[config.mk]
export PLATFORM = sky130hd
export DESIGN_NAME = mon_select
export DESIGN_NICKNAME = d
export VERILOG_FILES = /design/src/rtl/mon_pkg.sv /design/src/rtl/mon_select.sv
export SDC_FILE = /design/constraint.sdc
export NUM_CORES = 1
export LEC_CHECK = 0
export BUFFER_PORTS_ARGS = -buffer_cell sky130_fd_sc_hd__clkbuf_2
export CAP_MARGIN = 20
export CORE_MARGIN = 2
export CORE_UTILIZATION = 40
export CTS_BUF_LIST = sky130_fd_sc_hd__clkbuf_4
export DETAILED_ROUTE_END_ITERATION = 10
export GPL_ROUTABILITY_DRIVEN = 0
export HOLD_SLACK_MARGIN = 0.03
export SLEW_MARGIN = 5
export SYNTH_ARGS = -nofsm -noshare
export SYNTH_HDL_FRONTEND = slang
export SYNTH_SLANG_ARGS = --single-unit
[constraint.sdc]
create_clock -name clk_i -period 1.8 [get_ports clk_i]
set_input_delay 0.36 -clock clk_i [delete_from_list [all_inputs] [get_ports clk_i]]
set_output_delay 0.36 -clock clk_i [all_outputs]
set_load 0.02 [all_outputs]
[src/rtl/mon_pkg.sv]
// monitor source select package: timing, panel key layout, route types
// assumes a single 100 MHz clock and a synchronous power-up reset
package mon_pkg;

   // clock and time base
   localparam int CLK_HZ = 100_000_000;
   localparam int TICK_US = 1000;
   localparam int TICK_CYCLES = CLK_HZ / 1_000_000 * TICK_US;

   // key filtering and hold detection, in milliseconds
   localparam int DEBOUNCE_MS = 5;
   localparam int DEB_TICKS = DEBOUNCE_MS * 1000 / TICK_US;
   localparam int HOLD_MS = 1000;
   localparam int HOLD_TICKS = HOLD_MS * 1000 / TICK_US;

   // analogue figures the switching stands for
   localparam int DIM_DB = 20;
   localparam int TONE_HZ = 1000;

   // default key counts
   localparam int N_IN_DEF = 8;
   localparam int N_OUT_DEF = 8;
   localparam int N_ROUTE_DEF = 4;

   // monitor source, gray coded in declaration order
   typedef enum logic [2:0] {
      MON_QUIET = 3'h0,
      MON_MAIN = 3'h1,
      MON_CENTRE = 3'h3,
      MON_THREE_WAY = 3'h2,
      MON_TAPE = 3'h6,
      MON_OUT_AFL = 3'h7,
      MON_IN_AFL = 3'h5,
      MON_IN_PFL = 3'h4
   } mon_src_t;

   // panel keys and switches, one bit each, 1 = pressed or down
   typedef struct packed {
      logic tape_return_source;
      logic main_stereo_source;
      logic centre_source;
      logic mono;
      logic local_mute;
      logic talk;
      logic clear_all;
      logic add_mode;
      logic after_fader_type;
      logic gen_tone;
      logic gen_route;
      logic gen_disable;
      logic ic_listen;
      logic ic_call;
      logic solo_in_place_mode;
   } mon_panel_t;

   // monitor switching decision
   typedef struct packed {
      mon_src_t src;
      logic mon_mono;
      logic local_mute;
      logic dim;
      logic wedge_mono;
      logic meter_listen;
      logic listen_stereo;
   } mon_route_t;

endpackage : mon_pkg

[src/rtl/mon_select.sv]
// monitor source select: key filtering, listen selection and source priority
// assumes raw panel keys straight from pins, active high, bouncing freely
`timescale 1ns/1ns
module mon_select #(
   parameter int N_IN = mon_pkg::N_IN_DEF,
   parameter int N_OUT = mon_pkg::N_OUT_DEF,
   parameter int N_ROUTE = mon_pkg::N_ROUTE_DEF,
   parameter int TICK_CYCLES = mon_pkg::TICK_CYCLES,
   parameter int DEB_TICKS = mon_pkg::DEB_TICKS,
   parameter int HOLD_TICKS = mon_pkg::HOLD_TICKS
) (
   // clock and reset
   input wire logic clk_i,
   input wire logic srst_i,
   // raw keys from the panel
   input wire logic [N_IN-1:0] in_key_i,
   input wire logic [N_OUT-1:0] out_key_i,
   input wire mon_pkg::mon_panel_t panel_i,
   input wire logic [N_ROUTE-1:0] talk_route_enable_i,
   // monitor decision and lamps
   output mon_pkg::mon_route_t route_o,
   output logic [N_IN-1:0] in_sel_o,
   output logic [N_OUT-1:0] out_sel_o,
   output logic clear_lamp_o,
   output logic solo_cleared_o,
   // generator and intercom
   output logic gen_tone_o,
   output logic [N_ROUTE-1:0] gen_to_out_o,
   output logic ic_listen_o,
   output logic call_lamp_o
);

   localparam int NP = $bits(mon_pkg::mon_panel_t);
   localparam int NL = N_IN + N_OUT;
   localparam int NK = NL + NP + N_ROUTE;
   localparam int TW = $clog2(TICK_CYCLES + 1);
   localparam int DW = $clog2(DEB_TICKS + 1);
   localparam int HW = $clog2(HOLD_TICKS + 1);

   // refuse shapes the pairing and counters cannot serve
   generate
      if (N_OUT % 2 != 0 || N_IN < 1 || N_OUT < 2 || TICK_CYCLES < 2 || DEB_TICKS < 1 || HOLD_TICKS < 2) begin : g_bad
         $error("mon_select: unsupported parameter values");
      end
   endgenerate

   // millisecond enable from the system clock
   logic [TW-1:0] tick_cnt_q;
   logic tick_q;
   always_ff @(posedge clk_i) begin
      if (srst_i || tick_cnt_q == TW'(TICK_CYCLES - 1)) begin
         tick_cnt_q <= '0;
      end else begin
         tick_cnt_q <= tick_cnt_q + 1'b1;
      end
      tick_q <= !srst_i && tick_cnt_q == TW'(TICK_CYCLES - 1);
   end

   // two-flop synchroniser on every key
   logic [NK-1:0] raw, s1_q, s2_q, deb;
   assign raw = {talk_route_enable_i, panel_i, out_key_i, in_key_i};
   always_ff @(posedge clk_i) begin
      if (srst_i) begin
         s1_q <= '0;
         s2_q <= '0;
      end else begin
         s1_q <= raw;
         s2_q <= s1_q;
      end
   end

   // debounce: a level must stand through DEB_TICKS ticks in a row before it is believed
   genvar k;
   generate
      for (k = 0; k < NK; k++) begin : g_deb
         logic [DW-1:0] cnt_q;
         logic lvl_q;
         always_ff @(posedge clk_i) begin
            if (srst_i || s2_q[k] == lvl_q) begin
               cnt_q <= '0;
               if (srst_i) lvl_q <= 1'b0;
            end else if (tick_q) begin
               if (cnt_q == DW'(DEB_TICKS - 1)) begin
                  lvl_q <= s2_q[k];
                  cnt_q <= '0;
               end else begin
                  cnt_q <= cnt_q + 1'b1;
               end
            end
         end
         assign deb[k] = lvl_q;
      end
   endgenerate

   // filtered key groups and edges
   logic [NK-1:0] prev_q;
   logic [NL-1:0] lk, lpress, lrel;
   mon_pkg::mon_panel_t pnl, pnl_prev;
   logic [N_ROUTE-1:0] ren;
   always_ff @(posedge clk_i) begin
      if (srst_i) prev_q <= '0;
      else prev_q <= deb;
   end
   assign lk = deb[NL-1:0];
   assign lpress = deb[NL-1:0] & ~prev_q[NL-1:0];
   assign lrel = ~deb[NL-1:0] & prev_q[NL-1:0];
   assign pnl = deb[NL+NP-1:NL];
   assign pnl_prev = prev_q[NL+NP-1:NL];
   assign ren = deb[NK-1:NL+NP];

   logic [N_IN-1:0] in_press;
   logic [N_OUT-1:0] out_press;
   logic clr_press, gen_press;
   assign in_press = lpress[N_IN-1:0];
   assign out_press = lpress[NL-1:N_IN];
   assign clr_press = pnl.clear_all && !pnl_prev.clear_all;
   assign gen_press = pnl.gen_route && !pnl_prev.gen_route;

   // selection state, cleared by power-up reset
   logic [N_IN-1:0] in_sel_q, in_sel_d;
   logic [N_OUT-1:0] out_sel_q, out_sel_d, saved_q, saved_d;
   logic [NL-1:0] sel_all;
   assign sel_all = {out_sel_q, in_sel_q};

   // per-key hold timer and toggle memory
   logic [NL-1:0] long_q, tog_q;
   generate
      for (k = 0; k < NL; k++) begin : g_hold
         logic [HW-1:0] hcnt_q;
         always_ff @(posedge clk_i) begin
            if (srst_i || lpress[k]) begin
               hcnt_q <= '0;
               long_q[k] <= 1'b0;
               tog_q[k] <= !srst_i && sel_all[k];
            end else if (lk[k] && tick_q && !long_q[k]) begin
               hcnt_q <= hcnt_q + 1'b1;
               if (hcnt_q == HW'(HOLD_TICKS - 1)) long_q[k] <= 1'b1;
            end
         end
      end
   endgenerate

   // next selection; the order of the steps sets who wins
   always_comb begin
      in_sel_d = in_sel_q;
      out_sel_d = out_sel_q;
      saved_d = saved_q;
      // long hold is momentary; a short press on a lit key turns it off
      // split per group so no index ever runs past its vector
      for (int i = 0; i < N_IN; i++) begin
         if (lrel[i] && (long_q[i] || tog_q[i])) begin
            in_sel_d[i] = 1'b0;
         end
      end
      for (int j = 0; j < N_OUT; j++) begin
         if (lrel[N_IN+j] && (long_q[N_IN+j] || tog_q[N_IN+j])) begin
            out_sel_d[j] = 1'b0;
         end
      end
      if (|in_press) begin
         if (!pnl.add_mode) in_sel_d = '0;
         in_sel_d = in_sel_d | in_press;
         if (|out_sel_d) begin
            saved_d = out_sel_d;
            out_sel_d = '0;
         end
      end
      if (|out_press) begin
         if (!pnl.add_mode) out_sel_d = '0;
         out_sel_d = out_sel_d | out_press;
         in_sel_d = '0;
         saved_d = '0;
      end
      // last input gone: bring back the outputs it pushed aside
      if (|in_sel_q && in_sel_d == '0 && out_sel_d == '0) begin
         out_sel_d = saved_d;
         saved_d = '0;
      end
      // in solo mode the clear key belongs to the solo mix
      if (clr_press && !pnl.solo_in_place_mode) begin
         in_sel_d = '0;
         out_sel_d = '0;
         saved_d = '0;
      end
   end

   always_ff @(posedge clk_i) begin
      if (srst_i) begin
         in_sel_q <= '0;
         out_sel_q <= '0;
         saved_q <= '0;
      end else begin
         in_sel_q <= in_sel_d;
         out_sel_q <= out_sel_d;
         saved_q <= saved_d;
      end
   end

   // solo mix toggle from the clear key
   always_ff @(posedge clk_i) begin
      if (srst_i || !pnl.solo_in_place_mode) solo_cleared_o <= 1'b0;
      else if (clr_press) solo_cleared_o <= !solo_cleared_o;
   end

   // stereo output listen needs both keys of a pair
   logic pair_hit;
   always_comb begin
      pair_hit = 1'b0;
      for (int p = 0; p < N_OUT / 2; p++) begin
         if (out_sel_q[2*p] && out_sel_q[2*p+1]) pair_hit = 1'b1;
      end
   end

   // source priority, registered so every output leaves a flop
   mon_pkg::mon_route_t route_d;
   logic listen_on;
   assign listen_on = |in_sel_q || |out_sel_q;
   always_comb begin
      route_d = '0;
      if (|in_sel_q) begin
         route_d.src = pnl.after_fader_type ? mon_pkg::MON_IN_AFL : mon_pkg::MON_IN_PFL;
         route_d.listen_stereo = pnl.after_fader_type;
      end else if (|out_sel_q) begin
         route_d.src = mon_pkg::MON_OUT_AFL;
         route_d.listen_stereo = pair_hit;
      end else if (pnl.tape_return_source) begin
         route_d.src = mon_pkg::MON_TAPE;
      end else if (pnl.main_stereo_source && pnl.centre_source) begin
         route_d.src = mon_pkg::MON_THREE_WAY;
      end else if (pnl.main_stereo_source) begin
         route_d.src = mon_pkg::MON_MAIN;
      end else if (pnl.centre_source) begin
         route_d.src = mon_pkg::MON_CENTRE;
      end else begin
         route_d.src = mon_pkg::MON_QUIET;
      end
      // mono on the monitor only; the meters keep their own feed
      route_d.mon_mono = pnl.mono || route_d.src == mon_pkg::MON_CENTRE
                         || (listen_on && !route_d.listen_stereo);
      route_d.local_mute = pnl.local_mute;
      route_d.dim = pnl.talk;
      route_d.wedge_mono = route_d.src == mon_pkg::MON_TAPE;
      route_d.meter_listen = listen_on;
   end

   // registered outputs
   logic gen_latch_q;
   always_ff @(posedge clk_i) begin
      if (srst_i) begin
         route_o <= '0;
         clear_lamp_o <= 1'b0;
         gen_latch_q <= 1'b0;
         gen_tone_o <= 1'b0;
         gen_to_out_o <= '0;
         ic_listen_o <= 1'b0;
         call_lamp_o <= 1'b0;
      end else begin
         route_o <= route_d;
         clear_lamp_o <= listen_on;
         if (gen_press) gen_latch_q <= !gen_latch_q;
         gen_tone_o <= pnl.gen_tone;
         gen_to_out_o <= (gen_latch_q && !pnl.gen_disable) ? ren : '0;
         ic_listen_o <= pnl.ic_listen;
         call_lamp_o <= pnl.ic_call;
      end
   end
   assign in_sel_o = in_sel_q;
   assign out_sel_o = out_sel_q;
endmodule : mon_select

==> results.sh <==
export IMPL_slowest_delay_ps=430
export IMPL_clock_skew_ps=41.6
export IMPL_tightest_slew_ps=524
export IMPL_cts_root_buf="clkbuf_4"
export IMPL_arrival_ps=2870
export IMPL_syn_num_nets=2295
export IMPL_wl_per_cell_um=13.1
export IMPL_synthTopCellsByCount="dfxtp_1, nor2_1, nor2b_1, xor2_1, nand2_1"
export IMPL_clock_latency_ps=930
export IMPL_maxCapViolCount=0
export IMPL_leakage_nw=10.4
export IMPL_clock_fmax_mhz=490
export IMPL_hp_class="input pin to register"
export IMPL_dr_pass1_iters=5
export IMPL_core_um2=51100
export IMPL_rsz0062_at_grt="true"
export IMPL_synth_area_leaders="dfxtp_1, edfxtp_1, nor2_1"
export IMPL_grt_max_degree=67
export IMPL_outcome="complete, but fails checks"
export IMPL_synth_fa_ha_area_frac=0.0528
export IMPL_drc=0
export IMPL_portBuffers=70
export IMPL_critPathKind="register to register"
export IMPL_final_layout_size_suffix_gt1_frac=0.220
export IMPL_yosys_warnings=0
export IMPL_h_tree_depth=4
export IMPL_synth_top_area_share=0.417
export IMPL_yosysTopAreaCell="dfxtp_1"
export IMPL_die_h_um=231
export IMPL_path_clk_slew_ps=70
export IMPL_critPathCaptureType="register"
export IMPL_report_final_hold_viol_count=0
export IMPL_num_rows=83
export IMPL_power_density_nw_per_um2=873
export IMPL_ys_ff_latch=480
export IMPL_post_synth_top_count_cell="dfxtp_1"
export IMPL_cts_tree="done"
export IMPL_synth_cell_types=55
export IMPL_vdd_drop_max_v=0.000537
export IMPL_grt_usage=0.165
export IMPL_cts_inserted_buffers=133
export IMPL_synth_simple_area_share=0.238
export IMPL_placed_area_um2=22700
export IMPL_initial_core_util=0.403
export IMPL_cp_start_kind="register"
export IMPL_ys_flop_type="dfxtp_1"
export IMPL_synthXorXnorAreaFrac=0.0862
export IMPL_wl_mm=43.4
export IMPL_period_share=1.13
export IMPL_synth_top_family_by_area="simple AND/OR/NAND/NOR gates"
export IMPL_drt_iter0_markers=708
export IMPL_hpwl_mm=28.9
export IMPL_worstPathRequired_ps=2630
export IMPL_finalWorstSetupSlack_ps=-241
export IMPL_vias=15700
export IMPL_grt_pass1_vias=16000
export IMPL_synth_edf_count=51
export IMPL_dieArea_um2=53400
export IMPL_yosysSeqAreaShare=0.491
export IMPL_path_max_fanout=7
export IMPL_p_total_mw=22.7
export IMPL_fp_dieW_um=231
export IMPL_synth_compound_area_frac=0.0680
export IMPL_path_cells="nor2b_4 > nor4_4 > nand4_2 > nor4_2 > o2111ai_2 > or2_4 > o21ai_2"
export IMPL_final_nets=2648
export IMPL_syn_to_final_growth_pct=26.1
export IMPL_max_slew_margin=0.650
export IMPL_synth_area_um2=20600
export IMPL_avgSynthCellArea_um2=9.50
export IMPL_synth_area_mux_share=0.0340
export IMPL_grt_pass1_wl_mm=72.4
export IMPL_syn_inst=2171
export IMPL_violations="setup timing"
export IMPL_cts_sinks=480
export IMPL_crit_slowest_cell="edfxtp_1"
export IMPL_layout_min_cycle_time_ps=2040
export IMPL_ant_nets=0
export IMPL_boundaryPins=71
export IMPL_cts_path_max_buffers=3
export IMPL_antenna_found_initial=2
export IMPL_stdcell_area_um2=26000
export IMPL_final_max_slew_viol_count=0
export IMPL_overflow=0
export IMPL_finalSetupViolations=30
export IMPL_async_flop_share=0
export IMPL_viasPerCell=4.75
metal layers:
| layer | global-route usage | vias up | routed length (µm) |
|---|---|---|---|
| met5 | 0 | - | 0 |
| met4 | 0.0825 | 0 | 1240 |
| met3 | 0.0501 | 90 | 2330 |
| met2 | 0.265 | 276 | 19800 |
| met1 | 0.200 | 7303 | 20000 |
| li1 | - | 8078 | - |
where the power goes:
group	leakage [nW]	internal, mW	switching (mW)	total [mW]
sequential	4.03	11.0	0.116	11.1
combinational	5.27	0.617	0.612	1.23
clock	1.08	5.81	4.54	10.3
total	10.4	17.4	5.26	22.7
critical path, delay by kind of cell, from the launching register on:
| family | cells | cell delay, ps |
|---|---|---|
| AOI/OAI and AO/OA | 2 | 310 |
| DFF | 1 | 430 |
| and+or+nand+nor | 5 | 1190 |
logic make-up (layout without fill, tap and decap cells):
kind of cell | after synthesis | count (layout)
buffers and inverters | 161 | 619
DFF | 480 | 480
other | 0 | 4
and+or+nand+nor | 949 | 949
AOI/OAI and AO/OA | 221 | 221
muxes | 70 | 70
xor gates and xnor gates | 203 | 203
adders and majority gates | 87 | 87
worst paths after layout:
kind | start | to | slack [ps] | depth (start not counted)
setup / recovery | g_deb[9].lvl_q | out_sel_o[1] | -240 | 7
hold / removal | panel_i[9] | s1_q[25] | 190 | 3
setup reg to reg | g_deb[9].lvl_q | out_sel_o[1] | -240 | 7
hold reg to reg | s1_q[31] | s2_q[31] | 430 | 1
layout make-up:
cell class | instances | area [µm²]
timing repair buffer | 304 | 2800
clock buffer | 208 | 1560
inverter | 75 | 282
fill | 4710 | 25100
tap | 680 | 851
sequential | 480 | 10200
antenna | 4 | 10.0
clock inverter | 32 | 228
multi-input combinational | 1530 | 10100
registers in the layout (all words and copies together) (netlist names), 4 cells and up:
signal	count
route_o	8
tick_cnt_q	17
tog_q	16
gen_to_out_o	4
in_sel_o	8
g_hold.hcnt_q	160
out_sel_o	8
saved_q	8
s1_q	35
prev_q	18
g_deb.lvl_q	35
long_q	16
g_deb.cnt_q	105
s2_q	35
what timing repair did:
action | CTS | global route
cloned | 0 | 2
setup endpoints to repair | 53 | 105
gates resized for setup | 135 | 74
endpoints found under the hold margin | 102 | 0
pin swaps | 5 | 19
setup buffers | 18 | 17
hold buffers | 46 | 0
metrics by stage:
step | setup TNS [ps] | setup WS [ps] | utilization | hold slack [ps] | std cells
4_1_cts | -7090 | -271 | 0.501 | 68.4 | 3292
6_report | -3500 | -241 | 0.509 | 191 | 3313
3_3_place_gp | -2860 | -222 | 0.445 | 416 | 2988
5_1_grt | -7940 | -346 | 0.509 | 126 | 3312
3_5_place_dp | -3720 | -276 | 0.445 | 423 | 2988
2_1_floorplan | -1200 | -123 | - | 414 | 2171
layout by cell type (no fill, tap or decap), drive strengths merged, types with 4 or more instances in the layout:
cell         count
a21oi           92
a41o            32
and2             6
and3            56
and3b           14
and4            18
buf            219
bufinv           4
clkbuf         247
clkinv          22
dfxtp          429
diode            4
dlygate4sd3     46
edfxtp          51
ha              87
inv             81
mux2i           69
nand2          111
nand2b          78
nand3           31
nand4           41
nor2           378
nor2b          134
nor3             9
nor3b           41
nor4b           16
o21a             7
o21ai           65
or2              7
or4              5
xnor2           78
xor2           125
Power figures use the tool's default switching activity.
